### src/iomq_defs.vh
// constants for the io message queue unit
`ifndef IOMQ_DEFS_VH
`define IOMQ_DEFS_VH

// pci window offsets
`define IOMQ_OFF_SYSINT0     32'h0000_0030
`define IOMQ_OFF_SYSINT1     32'h0000_0034
`define IOMQ_OFF_IN_QUEUE    32'h0000_0040
`define IOMQ_OFF_OUT_QUEUE   32'h0000_0044
`define IOMQ_UNXLATE_TOP     32'h0000_0fff
`define IOMQ_EMPTY_WORD      32'h ffff_ffff

// configuration base address slots
`define IOMQ_CFG_BAR_FIRST   8'h10
`define IOMQ_CFG_BAR_MOVED   8'h18

// local register indexes
`define IOMQ_REG_CTRL        4'h0
`define IOMQ_REG_PTR0        4'h1
`define IOMQ_REG_STAT        4'h9

// control register fields
`define IOMQ_CTRL_EN_BIT     0
`define IOMQ_CTRL_SIZE_LO    1
`define IOMQ_CTRL_IPN_EN_BIT 4
`define IOMQ_CTRL_OPMSK_BIT  5
`define IOMQ_CTRL_BASE_LO    20
`define IOMQ_CTRL_RESET      32'h0000_0000

// status register fields
`define IOMQ_STAT_IPN_BIT    0
`define IOMQ_STAT_OP_BIT     1
`define IOMQ_STAT_EMPTY_LO   4
`define IOMQ_STAT_FULL_LO    8

// queue size: 256 entries of four bytes at size code zero
`define IOMQ_QBYTES_MIN      20'h0_0400
`define IOMQ_ENTRY_BYTES     20'h0_0004

// pointer indexes: bottom then top for each queue
`define IOMQ_P_IF_BOT        3'd0
`define IOMQ_P_IF_TOP        3'd1
`define IOMQ_P_IP_BOT        3'd2
`define IOMQ_P_IP_TOP        3'd3
`define IOMQ_P_OP_BOT        3'd4
`define IOMQ_P_OP_TOP        3'd5
`define IOMQ_P_OF_BOT        3'd6
`define IOMQ_P_OF_TOP        3'd7

`endif

### src/iomq_unit.v
// message queue unit: four address queues in local memory
// Behaviour
// - four circular queues of frame addresses kept in local memory
// - top and bottom pointer per queue, offsets from 1 Mbyte aligned base
// - add stores at top pointer, remove takes from bottom pointer
// - pci write to inbound port posts to inbound post queue, local interrupt if enabled
// - pci read of inbound port pops inbound free queue, all ones if empty
// - pci read of outbound port pops outbound post queue, all ones if empty
// - pci write to outbound port stores at top of outbound free queue
// - local post into outbound post queue raises pci interrupt unless masked
// - with messaging enabled image zero base at 0x010, register base at 0x018
// - lowest 4 Kbytes untranslated; higher accesses go through image zero
// - offsets 0x030 and 0x034 decode as system interrupt generation
// - upper twelve address bits come from base field for all pointers
// - size code zero means 256 entries, used for pointer wrap
// - equal pointers mean empty; software marks full by top wrapping to bottom
// - each outbound port write with messaging enabled advances outbound free top by four unless the outbound free queue is full
// - unit advances four pointers by four, wrapping modulo queue size
// - top not advanced when full, bottom not advanced when empty
// - writing one to inbound post new status clears it and local interrupt
// - outbound post status clears when a pci read empties the queue
`timescale 1ns/1ps
`include "iomq_defs.vh"
module iomq_unit (
	input  wire        clk_i,
	input  wire        rst_b_i,
	input  wire        pci_req_i,
	input  wire        pci_we_i,
	input  wire [31:0] pci_addr_i,
	input  wire [31:0] pci_wdata_i,
	output reg         pci_ack_o,
	output reg         pci_fwd_o,
	output wire        rsp_valid_o,
	input  wire        rsp_ready_i,
	output wire [31:0] rsp_data_o,
	input  wire        lcl_wr_i,
	input  wire        lcl_rd_i,
	input  wire [3:0]  lcl_addr_i,
	input  wire [31:0] lcl_wdata_i,
	output reg  [31:0] lcl_rdata_o,
	output reg         mem_req_o,
	output reg         mem_we_o,
	output reg  [31:0] mem_addr_o,
	output reg  [31:0] mem_wdata_o,
	input  wire        mem_ack_i,
	input  wire [31:0] mem_rdata_i,
	output reg         lcl_int_o,
	output reg         pci_int_o,
	output reg  [1:0]  sys_int_o,
	output reg         cfg_bar0_image0_o,
	output reg  [7:0]  cfg_regspace_bar_o
);
	// =========================================================
	// state and storage
	localparam ST_IDLE = 2'd0;
	localparam ST_MEM  = 2'd1;
	localparam ST_DONE = 2'd2;

	reg [1:0]  st_r;
	reg [31:0] ctrl_r;
	reg [19:0] ptr_r [0:7];
	reg [3:0]  full_r;
	reg        ipn_st_r;
	reg        op_st_r;
	reg [2:0]  op_ptr_r;
	reg        op_rd_r;
	reg        push_r;
	reg [31:0] push_data_r;
	wire       buf_ready;
	wire [3:0] empty;
	wire       ipn_clr;
	wire       lcl_ptr_wr;
	wire [2:0] lcl_pidx;
	wire [1:0] lcl_q;
	wire       full_mark;
	wire       op_top_wr;
	wire [19:0] op_top_next;
	integer    k;

	// =========================================================
	// helpers
	// next pointer: step one entry, wrap within the queue size
	function [19:0] ptr_step;
		input [19:0] p;
		input [2:0]  sz;
		reg   [19:0] msk;
		begin
			msk      = (`IOMQ_QBYTES_MIN << sz) - 20'h0_0001;
			ptr_step = (p & ~msk) | ((p + `IOMQ_ENTRY_BYTES) & msk);
		end
	endfunction

	// full local address from base field and pointer
	function [31:0] ptr_addr;
		input [11:0] base;
		input [19:0] p;
		begin
			ptr_addr = {base, p};
		end
	endfunction

	// local index selects one of the eight pointer registers
	function is_ptr_idx;
		input [3:0] a;
		begin
			is_ptr_idx = (a >= `IOMQ_REG_PTR0) && (a < `IOMQ_REG_STAT);
		end
	endfunction

	wire [2:0]  qsize = ctrl_r[`IOMQ_CTRL_SIZE_LO+2:`IOMQ_CTRL_SIZE_LO];
	wire [11:0] qbase = ctrl_r[31:`IOMQ_CTRL_BASE_LO];
	wire        msg_en = ctrl_r[`IOMQ_CTRL_EN_BIT];

	genvar q;
	generate
		for (q = 0; q < 4; q = q + 1) begin : g_empty
			assign empty[q] = (ptr_r[2*q] == ptr_r[2*q+1]) && !full_r[q];
		end
	endgenerate

	// =========================================================
	// answer buffer
	iomq_buf2 #(
		.W (32)
	) u_buf (
		.clk_i       (clk_i),
		.rst_b_i     (rst_b_i),
		.in_valid_i  (push_r),
		.in_ready_o  (buf_ready),
		.in_data_i   (push_data_r),
		.out_valid_o (rsp_valid_o),
		.out_ready_i (rsp_ready_i),
		.out_data_o  (rsp_data_o)
	);

	assign ipn_clr = lcl_wr_i && (lcl_addr_i == `IOMQ_REG_STAT) && lcl_wdata_i[`IOMQ_STAT_IPN_BIT];

	// pointer decode; equal pointers stay empty unless the top write steps onto bottom
	assign lcl_ptr_wr  = lcl_wr_i && is_ptr_idx(lcl_addr_i);
	assign lcl_pidx    = lcl_addr_i[2:0] - 3'd1;
	assign lcl_q       = lcl_pidx[2:1];
	assign full_mark   = (lcl_wdata_i[19:0] == ptr_r[lcl_pidx - 3'd1]) &&
	                     (lcl_wdata_i[19:0] == ptr_step(ptr_r[lcl_pidx], qsize));
	assign op_top_wr   = lcl_ptr_wr && (lcl_pidx == `IOMQ_P_OP_TOP);
	assign op_top_next = op_top_wr ? lcl_wdata_i[19:0] : ptr_r[`IOMQ_P_OP_TOP];

	// =========================================================
	// main sequencer, pointers and flags
	always @(posedge clk_i) begin
		if (!rst_b_i) begin
			st_r        <= ST_IDLE;
			ctrl_r      <= `IOMQ_CTRL_RESET;
			full_r      <= 4'h0;
			ipn_st_r    <= 1'b0;
			op_st_r     <= 1'b0;
			op_ptr_r    <= 3'd0;
			op_rd_r     <= 1'b0;
			push_r      <= 1'b0;
			push_data_r <= 32'h0000_0000;
			pci_ack_o   <= 1'b0;
			pci_fwd_o   <= 1'b0;
			sys_int_o   <= 2'b00;
			mem_req_o   <= 1'b0;
			mem_we_o    <= 1'b0;
			mem_addr_o  <= 32'h0000_0000;
			mem_wdata_o <= 32'h0000_0000;
			for (k = 0; k < 8; k = k + 1)
				ptr_r[k] <= 20'h0_0000;
		end else begin
			push_r    <= 1'b0;
			pci_ack_o <= 1'b0;
			pci_fwd_o <= 1'b0;
			sys_int_o <= 2'b00;
			// local register writes
			if (lcl_wr_i) begin
				if (lcl_addr_i == `IOMQ_REG_CTRL)
					ctrl_r <= lcl_wdata_i;
				if (lcl_ptr_wr) begin
					ptr_r[lcl_pidx] <= lcl_wdata_i[19:0];
					if (lcl_pidx[0]) // top written
						full_r[lcl_q] <= full_mark;
					else
						full_r[lcl_q] <= 1'b0;
					if (op_top_wr && (lcl_wdata_i[19:0] != ptr_r[`IOMQ_P_OP_BOT]))
						op_st_r <= 1'b1;
				end
			end
			if (ipn_clr)
				ipn_st_r <= 1'b0;
			case (st_r)
			ST_IDLE: begin
				// the edge that samples ack still sees the finished request: skip it
				if (pci_req_i && buf_ready && !pci_ack_o) begin
					st_r <= ST_DONE;
					if (pci_addr_i > `IOMQ_UNXLATE_TOP) begin
						pci_fwd_o <= 1'b1;
					end else if (pci_we_i) begin
						if (pci_addr_i == `IOMQ_OFF_SYSINT0)
							sys_int_o <= 2'b01;
						else if (pci_addr_i == `IOMQ_OFF_SYSINT1)
							sys_int_o <= 2'b10;
						else if (msg_en && (pci_addr_i == `IOMQ_OFF_IN_QUEUE) && !full_r[1]) begin
							op_ptr_r    <= `IOMQ_P_IP_TOP;
							mem_addr_o  <= ptr_addr(qbase, ptr_r[`IOMQ_P_IP_TOP]);
							mem_wdata_o <= pci_wdata_i;
							mem_we_o    <= 1'b1;
							mem_req_o   <= 1'b1;
							op_rd_r     <= 1'b0;
							st_r        <= ST_MEM;
						end else if (msg_en && (pci_addr_i == `IOMQ_OFF_OUT_QUEUE) && !full_r[3]) begin
							op_ptr_r    <= `IOMQ_P_OF_TOP;
							mem_addr_o  <= ptr_addr(qbase, ptr_r[`IOMQ_P_OF_TOP]);
							mem_wdata_o <= pci_wdata_i;
							mem_we_o    <= 1'b1;
							mem_req_o   <= 1'b1;
							op_rd_r     <= 1'b0;
							st_r        <= ST_MEM;
						end
					end else begin
						if (msg_en && (pci_addr_i == `IOMQ_OFF_IN_QUEUE) && !empty[0]) begin
							op_ptr_r   <= `IOMQ_P_IF_BOT;
							mem_addr_o <= ptr_addr(qbase, ptr_r[`IOMQ_P_IF_BOT]);
							mem_we_o   <= 1'b0;
							mem_req_o  <= 1'b1;
							op_rd_r    <= 1'b1;
							st_r       <= ST_MEM;
						end else if (msg_en && (pci_addr_i == `IOMQ_OFF_OUT_QUEUE) && !empty[2]) begin
							op_ptr_r   <= `IOMQ_P_OP_BOT;
							mem_addr_o <= ptr_addr(qbase, ptr_r[`IOMQ_P_OP_BOT]);
							mem_we_o   <= 1'b0;
							mem_req_o  <= 1'b1;
							op_rd_r    <= 1'b1;
							st_r       <= ST_MEM;
						end else begin
							push_r <= 1'b1;
							if ((pci_addr_i == `IOMQ_OFF_IN_QUEUE) || (pci_addr_i == `IOMQ_OFF_OUT_QUEUE))
								push_data_r <= `IOMQ_EMPTY_WORD;
							else
								push_data_r <= 32'h0000_0000;
						end
					end
				end
			end
			ST_MEM: begin
				if (mem_ack_i) begin
					mem_req_o <= 1'b0;
					mem_we_o  <= 1'b0;
					st_r      <= ST_DONE;
					ptr_r[op_ptr_r] <= ptr_step(ptr_r[op_ptr_r], qsize);
					if (op_rd_r) begin
						push_r      <= 1'b1;
						push_data_r <= mem_rdata_i;
						full_r[op_ptr_r[2:1]] <= 1'b0;
						// a post in the same cycle keeps the status set
						if ((op_ptr_r == `IOMQ_P_OP_BOT) && (ptr_step(ptr_r[op_ptr_r], qsize) == op_top_next))
							op_st_r <= 1'b0;
					end else begin
						if (ptr_step(ptr_r[op_ptr_r], qsize) == ptr_r[op_ptr_r - 3'd1])
							full_r[op_ptr_r[2:1]] <= 1'b1;
						if (op_ptr_r == `IOMQ_P_IP_TOP)
							ipn_st_r <= 1'b1; // set wins over clear
					end
				end
			end
			ST_DONE: begin
				pci_ack_o <= 1'b1;
				st_r      <= ST_IDLE;
			end
			default: begin
				st_r <= ST_IDLE;
			end
			endcase
		end
	end

	// =========================================================
	// local read, interrupts and configuration view
	always @(posedge clk_i) begin
		if (!rst_b_i) begin
			lcl_rdata_o        <= 32'h0000_0000;
			lcl_int_o          <= 1'b0;
			pci_int_o          <= 1'b0;
			cfg_bar0_image0_o  <= 1'b0;
			cfg_regspace_bar_o <= `IOMQ_CFG_BAR_FIRST;
		end else begin
			lcl_int_o          <= ipn_st_r && ctrl_r[`IOMQ_CTRL_IPN_EN_BIT];
			pci_int_o          <= op_st_r && !ctrl_r[`IOMQ_CTRL_OPMSK_BIT];
			cfg_bar0_image0_o  <= msg_en;
			cfg_regspace_bar_o <= msg_en ? `IOMQ_CFG_BAR_MOVED : `IOMQ_CFG_BAR_FIRST;
			if (lcl_rd_i) begin
				if (lcl_addr_i == `IOMQ_REG_CTRL)
					lcl_rdata_o <= ctrl_r;
				else if (is_ptr_idx(lcl_addr_i))
					lcl_rdata_o <= ptr_addr(qbase, ptr_r[lcl_addr_i[2:0] - 3'd1]);
				else if (lcl_addr_i == `IOMQ_REG_STAT)
					lcl_rdata_o <= {20'h0_0000, full_r, empty, 2'b00, op_st_r, ipn_st_r};
				else
					lcl_rdata_o <= 32'h0000_0000;
			end
		end
	end
endmodule // iomq_unit

### src/iomq_buf2.v
// two-entry buffer for read answers
`timescale 1ns/1ps
module iomq_buf2 #(
	parameter W = 32
) (
	input  wire         clk_i,
	input  wire         rst_b_i,
	input  wire         in_valid_i,
	output wire         in_ready_o,
	input  wire [W-1:0] in_data_i,
	output wire         out_valid_o,
	input  wire         out_ready_i,
	output wire [W-1:0] out_data_o
);
	reg [W-1:0] ent0_r;
	reg [W-1:0] ent1_r;
	reg [1:0]   cnt_r;
	reg         vld_r;
	wire        push;
	wire        pop;

	assign in_ready_o  = (cnt_r != 2'd2);
	assign out_valid_o = vld_r;
	assign out_data_o  = ent0_r;
	assign push        = in_valid_i && in_ready_o;
	assign pop         = out_valid_o && out_ready_i;

	always @(posedge clk_i) begin
		if (!rst_b_i) begin
			cnt_r  <= 2'd0;
			vld_r  <= 1'b0;
			ent0_r <= {W{1'b0}};
			ent1_r <= {W{1'b0}};
		end else begin
			case ({push, pop})
			2'b10: begin
				if (cnt_r == 2'd0)
					ent0_r <= in_data_i;
				else
					ent1_r <= in_data_i;
				cnt_r <= cnt_r + 2'd1;
				vld_r <= 1'b1;
			end
			2'b01: begin
				ent0_r <= ent1_r;
				cnt_r  <= cnt_r - 2'd1;
				vld_r  <= (cnt_r == 2'd2);
			end
			2'b11: begin
				if (cnt_r == 2'd1)
					ent0_r <= in_data_i;
				else begin
					ent0_r <= ent1_r;
					ent1_r <= in_data_i;
				end
			end
			default: begin
				cnt_r <= cnt_r;
			end
			endcase
		end
	end
endmodule // iomq_buf2

### config.mk
export PLATFORM = sky130hd
export DESIGN_NAME = iomq_unit
export DESIGN_NICKNAME = d
export VERILOG_FILES = /design/src/iomq_unit.v /design/src/iomq_buf2.v
export VERILOG_INCLUDE_DIRS = /design/src
export SDC_FILE = /design/constraint.sdc
export NUM_CORES = 1
export LEC_CHECK = 0
export BUFFER_PORTS_ARGS = -buffer_cell sky130_fd_sc_hd__buf_2
export CELL_PAD_IN_SITES_DETAIL_PLACEMENT = 1
export CELL_PAD_IN_SITES_GLOBAL_PLACEMENT = 2
export CORE_MARGIN = 8
export CORE_UTILIZATION = 40
export CTS_BUF_LIST = sky130_fd_sc_hd__clkbuf_2
export DETAILED_ROUTE_END_ITERATION = 10
export GPL_TIMING_DRIVEN = 0
export PLACE_DENSITY = 0.95
export SETUP_SLACK_MARGIN = 0.4
export SYNTH_ARGS = -nofsm -noshare
export SYNTH_HDL_FRONTEND = slang
export SYNTH_SLANG_ARGS = --single-unit
export TNS_END_PERCENT = 50
### constraint.sdc
create_clock -name clk_i -period 12.52 [get_ports clk_i]
set_clock_uncertainty 0.15 [all_clocks]
set_input_delay 1.878 -clock clk_i [delete_from_list [all_inputs] [get_ports clk_i]]
set_output_delay 1.878 -clock clk_i [all_outputs]
set_load 0.02 [all_outputs]
## Word level (Yosys, flattened, before mapping)

Memory sizes are Yosys's and may differ from the RTL's. A register that Yosys moved wholly into a read port is not among the register bits.
Index checks and enable logic that the tools add are counted.

- Bits in registers: 257
- RAM bits: 160
- Input bits: 140
- Output and inout bits: 146
- Memories: 1

- Add/subtract/negate cells: 8
- $lt $le $gt $ge: 7
- Equal/unequal tests: 42
- Shifts and indexed selects: 1
- Muxes and demuxes: 125
- Bitwise operators: 19
- Reductions and logical operators: 57

Memories:

| name | words | bits a word | rd ports | clocked after Yosys merged registers in | write ports | line | source |
|---|---|---|---|---|---|---|---|
| ptr_r | 8 | 20 | 12 | 1 | 8 | iomq_unit.v:61 | `reg [19:0] ptr_r [0:7];` |

Operator list:

| operator | number |
|---|---|
| $mux 32 | 23 |
| $eq 20x20->1 | 8 |
| $pmux 32 s2 | 2 |
| $pmux 32 s3 | 1 |
| $and 20x20->20 | 4 |
| $eq 32x6->1 const B | 2 |
| $eq 32x7->1 const B | 2 |
| $mux 20 | 3 |
| $mux 1 | 55 |
| $add 20x3->20 const B | 2 |
| $or 20x20->20 | 2 |
| $reduce_or 20->1 | 2 |
| $mux 4 | 9 |
| $mux 3 | 11 |
| $gt 32x12->1 const B | 1 |
| $logic_and 1x1->1 | 26 |
| $ne 2x2->1 const B | 12 |
| $mux 2 | 11 |
| $ne 20x20->1 | 1 |
| $not 20->20 | 1 |
| $shl 11x3->20 const A | 1 |
| $sub 20x1->20 const B | 1 |
| $reduce_and 8->1 | 2 |
| $reduce_and 7->1 | 2 |
| 35 further kinds | 75 |

## Longest topological paths before layout

- Depth in word-level cells: 17
- Gate-level depth with buffers: 21

## By module

Synthesis repeated with hierarchy kept, for this count alone.

- Cell total of the unflattened synthesis: 2443
- Area total of the unflattened synthesis: 24428.4 µm²

Modules (own cells, without submodules):

| module | times used | cells an instance | area an instance (µm²) | seq. area each (µm²) |
|---|---|---|---|---|
| iomq_unit | 1 | 2073 | 21242.9 | 8468.1 |
| iomq_buf2 | 1 | 370 | 3185.6 | 1341.3 |

## Worst setup path before layout

OpenSTA, ideal clock, no wires.

- Path type: in2reg
- Start: input lcl_addr_i[0]
- End: register full_r[3]
- Setup time: 0.069 ns
- Arrival: 5.765 ns
- Slack: 6.536 ns
- Cell stages on the path: 20
- Path buffers: 6
- Cells stage by stage: buf_4 > inv_2 > clkbuf_1 > ha_1 > buf_6 > xnor2_4 > buf_6 > clkbuf_1 > mux2i_1 > nand4_1 > inv_1 > ha_1 > buf_1 > xor2_1 > xnor2_1 > nor4_1 > nand4_1 > nor4_4 > nand4_1 > o21ai_1

- Word-level cells in the longest chain between the ends: 17

Ends and longest elaborated chain:

| item | line | source |
|---|---|---|
| from (decl) | iomq_unit.v:38 | `input wire [3:0] lcl_addr_i,` |
| $sub 3x1->3 | iomq_unit.v:140 | `assign lcl_pidx = lcl_addr_i[2:0] - 3'd1;` |
| $mem_v2 8x20 | n/a |  |
| $add 20x3->20 (no source line) | n/a |  |
| $and 20x20->20 | iomq_unit.v:89 | `` ptr_step = (p & ~msk) \| ((p + `IOMQ_ENTRY_BYTES) & msk); `` |
| $or 20x20->20 | iomq_unit.v:89 |  |
| $eq 20x20->1 | iomq_unit.v:143 | `(lcl_wdata_i[19:0] == ptr_step(ptr_r[lcl_pidx], qsize));` |
| $logic_and 1x1->1 | iomq_unit.v:142 | `assign full_mark = (lcl_wdata_i[19:0] == ptr_r[lcl_pidx - 3'd1]) &&` |
| $bwmux 4 | iomq_unit.v:181 | `full_r[lcl_q] <= full_mark;` |
| $mux 4 | iomq_unit.v:180 | `if (lcl_pidx[0])` |
| $mux 4 (*) | iomq_unit.v:178 | `if (lcl_ptr_wr) begin` |
| $mux 4 (*) | iomq_unit.v:175 | `if (lcl_wr_i) begin` |
| $mux 4 (*) | iomq_unit.v:150 | `if (!rst_b_i) begin` |
| $or 4x4->4 (no source line) | n/a |  |
| $mux 4 | iomq_unit.v:258 | `if (ptr_step(ptr_r[op_ptr_r], qsize) == ptr_r[op_ptr_r - 3'd1])` |
| $mux 4 | iomq_unit.v:250 | `if (op_rd_r) begin` |
| $mux 4 | iomq_unit.v:245 | `if (mem_ack_i) begin` |
| $mux 4 (*) | iomq_unit.v:190 | `case (st_r)` |
| to (signal, indexed assignment) | iomq_unit.v:181 |  |
| to (decl) | iomq_unit.v:62 | `reg [3:0] full_r;` |

Every way passes the cells marked *; elsewhere a longest branch is shown, timed or not. The select of a mux whose other input is x is not followed.
A chain may end at the register's enable or synchronous reset.

## Final worst setup path

Same ends and word-level chain as after synthesis.

==> results.txt <==
The flow ran to the end, and the final reports show no timing, DRC or antenna violations. The startpoint identified for the worst register-to-register timing path is op_ptr_r[1]$_SDFFE_PN0P_. Global route total overflow: 0. Start point of the critical path: lcl_addr_i[0].

The share of total power consumed by net switching is 0.3576, and the clock power share is 0.313. The detailed router finished its first iteration with 2,856 violations. The detailed-route vias per instance is 6.156. Cell at the slowest stage of the critical path: clkbuf_1. The worst setup path is of the input port to flip-flop kind. The tools report the initial antenna violation count as 7.

The worst setup path is captured at a flip-flop. The tools report the worst-skew pair later-pin latency as 1.25 ns. The final number of hold-violating endpoints is 0. The internal power of the cells is 0.002043 W, and the detailed placement HPWL is 91,960 um. Data on the critical path is required at its endpoint by 13.50 ns. The critical path goes through buf_2 > buf_4 > inv_2 > clkbuf_1 > ha_1 > buf_6 > xnor2_4 > buf_6 > clkbuf_1 > mux2i_1 > nand4_1 > inv_1 > ha_1 > buf_1 > xor2_1 > xnor2_1 > nor4_1 > nand4_1 > nor4_4 > nand4_1 > o21ai_1. Along the worst path, the maximum fanout reaches 11. The run gives 0 as the number of resized instances in the post-cts repair step. Port buffering added 276 buffers. The measured slew at the worst slew-check pin is 1.226 ns, and the pin count of the biggest net entering global routing is 21. The tools report the number of setup buffers added after CTS as 0. The worst path in the final design needs a cycle of 7.232 ns, including I/O delays and setup. The post-synthesis compound-gate area fraction is 0.1568.

The worst hold path belongs to the class flip-flop to flip-flop. Across all hold checks on the routed design, the worst slack comes to 0.3157 ns. At the worst endpoint, the arrival time is 8.21 ns. In the synthesized netlist, the number of instances is 2,479. The number of global-route vias before repair came out at 23,708. The wire length of the first global-routing pass came out at 163,100 um.

The kind of launch point of the worst setup path is an input port. The initial standard-cell utilization of the core is 0.4053, and the proportion of layout cells with a drive suffix above 1 is 0.2209. The routability congestion estimate from global placement came out at 1.047.

The maximum clock rate was 138.3 MHz. Row count: 90. TritonCTS built the clock tree. The number of filler instances in the final layout came out at 7,058. The first detailed-routing pass took 6 iterations. The power density of the placed cells was 113.2 nW/um2. The primary flip-flop cell chosen by synthesis mapping is dfxtp_1. Setup repair after global routing left no endpoint under its margin. Dividing the detail-routed wire length by the instance count gives 30.49 um. The basic-gate share of the synthesized area counting and, or, nand and nor cells was 0.1496; the hold buffer count at CTS was 0. By area, the combinational part of the netlist is dominated by multiplexers.

Counting the buffers created by CTS gives 107. The run gives 11.38 nW as the static leakage. Post-synthesis cell type count: 76.

For the number of max-cap violations, the log shows 0. The worst hold path terminates at mem_wdata_o[18]$_SDFFE_PN0P_. The routed layout has 23,171 vias. Setup violations remaining at the end of the flow were counted as 0.

The mux contribution to synthesized area came out at 0.1680. The average instance in the mapped netlist occupies 9.886 um2. Total routing usage reported by global routing: 0.3165.

The relative contribution of combinational cells to total power is 0.204, and the post-synthesis adder-cell area fraction is 0.009189. In this run the most critical hold path is launched from mem_wdata_o[18]$_SDFFE_PN0P_. The tools report the sum of negative setup slack as 0 ns. The number of top-level pins is 286, and the cell area after synthesis is 24,510 um2. For this run, the slowest stage of the critical path takes 0.78 ns.

The longest clock path from root to sink contains 3 buffers. Measured along the x axis, the die boundary spans 263.5 um. Clock root buffer: clkbuf_2. The number of routed nets with antenna violations is 0, and the number of storage elements in the synthesis netlist is 410. The final layout contains 3,043 nets. For flop-to-flop paths, the worst setup slack is 6.33 ns.

IR analysis of the VDD net gives a maximum drop of 0.05943 mV. The DRC violation count after routing came out at 0. From synthesis to final layout, the design area changed by 14.64%. Summed over all nets, the switching power comes to 0.001137 W.

The worst hold path was traced through 2 stages. Post-route clock period utilization: 0.5776. For the proportion of power drawn by flip-flops and latches, the log shows 0.483. The headroom to the max-slew limit is 0.1825.

The sequential area share after synthesis was 0.4002. The synthesized design contains 160 enable-type register cells. The area share of xor/xnor cells in the synthesized design was 0.07295. The total number of clock tree sinks is 410, and the area inside the core boundary is 60,470 um2.

During synthesis, Yosys emitted a total of 0 warnings. The dominant cell type by count on the critical path was nand4_1. The final routed wirelength across all metal layers is 114,800 um. For the count of pins over their slew limit, the log shows 0. Reg-to-reg endpoint: full_r[3]$_SDFF_PN0_.

After clock tree synthesis, the clock-pin slew on the worst setup and hold paths is 0.12 ns. In this run the number of H-tree levels came out at 3. Floorplan die height: 263.5 um. For the worst flop-to-flop path, the logic depth is 13. The die footprint is 69,450 um2, and the post-synthesis async set-or-reset flop share is 0.
-- state kept, by name, indices dropped and copies added (netlist names), 2 cells and up, named ones only --
register          count
lcl_rdata_o          32
mem_addr_o           32
u_buf.out_data_o     32
full_r                4
sys_int_o             2
push_data_r          32
op_ptr_r              2
ptr_r               160
u_buf.cnt_r           2
u_buf.ent1_r         32
st_r                  2
ctrl_r               32
mem_wdata_o          32
-- placed cells by master (no fill, tap or decap), types with 29 or more instances in the layout --
cell,instances
nand4_1,29
o211a_1,77
dfxtp_1,250
buf_2,303
a22oi_1,34
mux4_2,85
clkbuf_2,160
a21boi_0,102
nand2_1,472
o21ai_0,149
a21oi_1,62
nor4_1,32
mux2i_1,162
clkbuf_1,153
xor2_1,80
nor3_1,31
nor2b_1,67
edfxtp_1,160
xnor2_1,101
nor2_1,36
mux2_2,32
a22o_1,49
-- metrics by stage --
stage	instances	area (um2)	worst slack (ns)	total power, W	utilization
floorplan	2484	24530	6.536	0.001908	-
global placement	3542	26890	3.699	0.002172	0.4446
detailed placement	3557	27070	4.236	0.002190	0.4476
CTS	3755	28070	5.511	0.003172	0.4642
global route	3760	28090	5.282	0.003280	0.4645
finish	3764	28100	5.288	0.003181	0.4646
-- worst max-delay path by stage --
stage | slack [ns] | cells past startpoint | endpoint
3_5_place_dp | 4.24 | 21 | full_r[3]$_SDFF_PN0_
4_1_cts | 5.51 | 21 | full_r[3]$_SDFF_PN0_
5_1_grt | 5.28 | 21 | full_r[0]$_SDFF_PN0_
2_1_floorplan | 6.54 | 20 | full_r[3]$_SDFF_PN0_
6_report | 5.29 | 21 | full_r[3]$_SDFF_PN0_
3_3_place_gp | 3.70 | 13 | ptr_r[0][14]$_DFFE_PP_
-- worst max-delay path, delay by kind of cell --
family	cells	cell delay, ns
compound gates	1	0.28
xor+xnor	3	0.52
fa+ha+maj	2	0.47
buf+inv	9	3.00
mux	1	0.27
simple gates	5	1.76
-- cells in the mapped netlist, drive strengths merged, types with 5 or more instances --
master | instances | area (um2)
a21boi | 102 | 765.7
a21oi | 63 | 319.1
a22o | 49 | 429.2
a22oi | 34 | 255.2
a31oi | 10 | 62.56
and2 | 17 | 106.4
and3 | 17 | 106.4
buf | 59 | 380.4
clkbuf | 153 | 574.3
dfxtp | 250 | 5005
edfxtp | 160 | 4805
ha | 18 | 225.2
inv | 25 | 93.84
mux2 | 34 | 382.9
mux2i | 163 | 1635
mux4 | 92 | 2098
nand2 | 472 | 1772
nand2b | 9 | 56.30
nand3 | 26 | 135.1
nand3b | 8 | 60.06
nand4 | 30 | 193.9
nor2 | 37 | 138.9
nor2b | 67 | 419.2
nor3 | 33 | 170.2
nor3b | 15 | 112.6
nor4 | 34 | 242.7
o2111ai | 6 | 52.55
o211a | 77 | 770.7
o211ai | 22 | 165.2
o21ai | 152 | 760.7
or3 | 6 | 37.54
or4 | 5 | 37.54
xnor2 | 108 | 1010
xor2 | 82 | 733.2
-- area by class of cell --
| class | count | area [um2] | area share |
|---|---|---|---|
| clock inverters | 39 | 209.0 | 0.007437 |
| inverters | 26 | 97.59 | 0.003473 |
| well taps | 782 | 978.4 | 0.03482 |
| multi-input cells | 1836 | 13690 | 0.4873 |
| diodes | 8 | 20.02 | 0.0007125 |
| clock buffers | 159 | 795.8 | 0.02832 |
| repair buffers | 292 | 1541 | 0.05486 |
| plain buffers | 212 | 954.7 | 0.03398 |
| flip-flops and latches | 410 | 9809 | 0.3491 |
-- metal layers --
metal  global-route usage  routed length (um)  vias up
li1                     -                   -     9880
met1               0.4148               46720    11678
met2               0.4973               51480     1339
met3              0.07710               11600      274
met4               0.1302                4960        0
met5                    0                   0        -
-- cell families (layout without fill, tap and decap cells) --
group | count (synthesis) | in the layout
AOI/OAI and AO/OA | 545 | 545
xor gates and xnor gates | 192 | 192
adders and majority gates | 18 | 18
buffers and inverters | 238 | 728
DFF | 410 | 410
muxes | 289 | 289
other | 2 | 15
and+or+nand+nor | 785 | 785
-- power by group through the flow --
stage          registers (W)  clock network [W]  logic, W
6_report             0.00154           0.000996  0.000648
5_1_grt              0.00154            0.00107  0.000673
4_1_cts              0.00153            0.00101  0.000635
3_5_place_dp         0.00156                  0  0.000633
3_3_place_gp         0.00156                  0  0.000616
2_1_floorplan        0.00153                  0  0.000378
(Power assumes the default switching activity.)
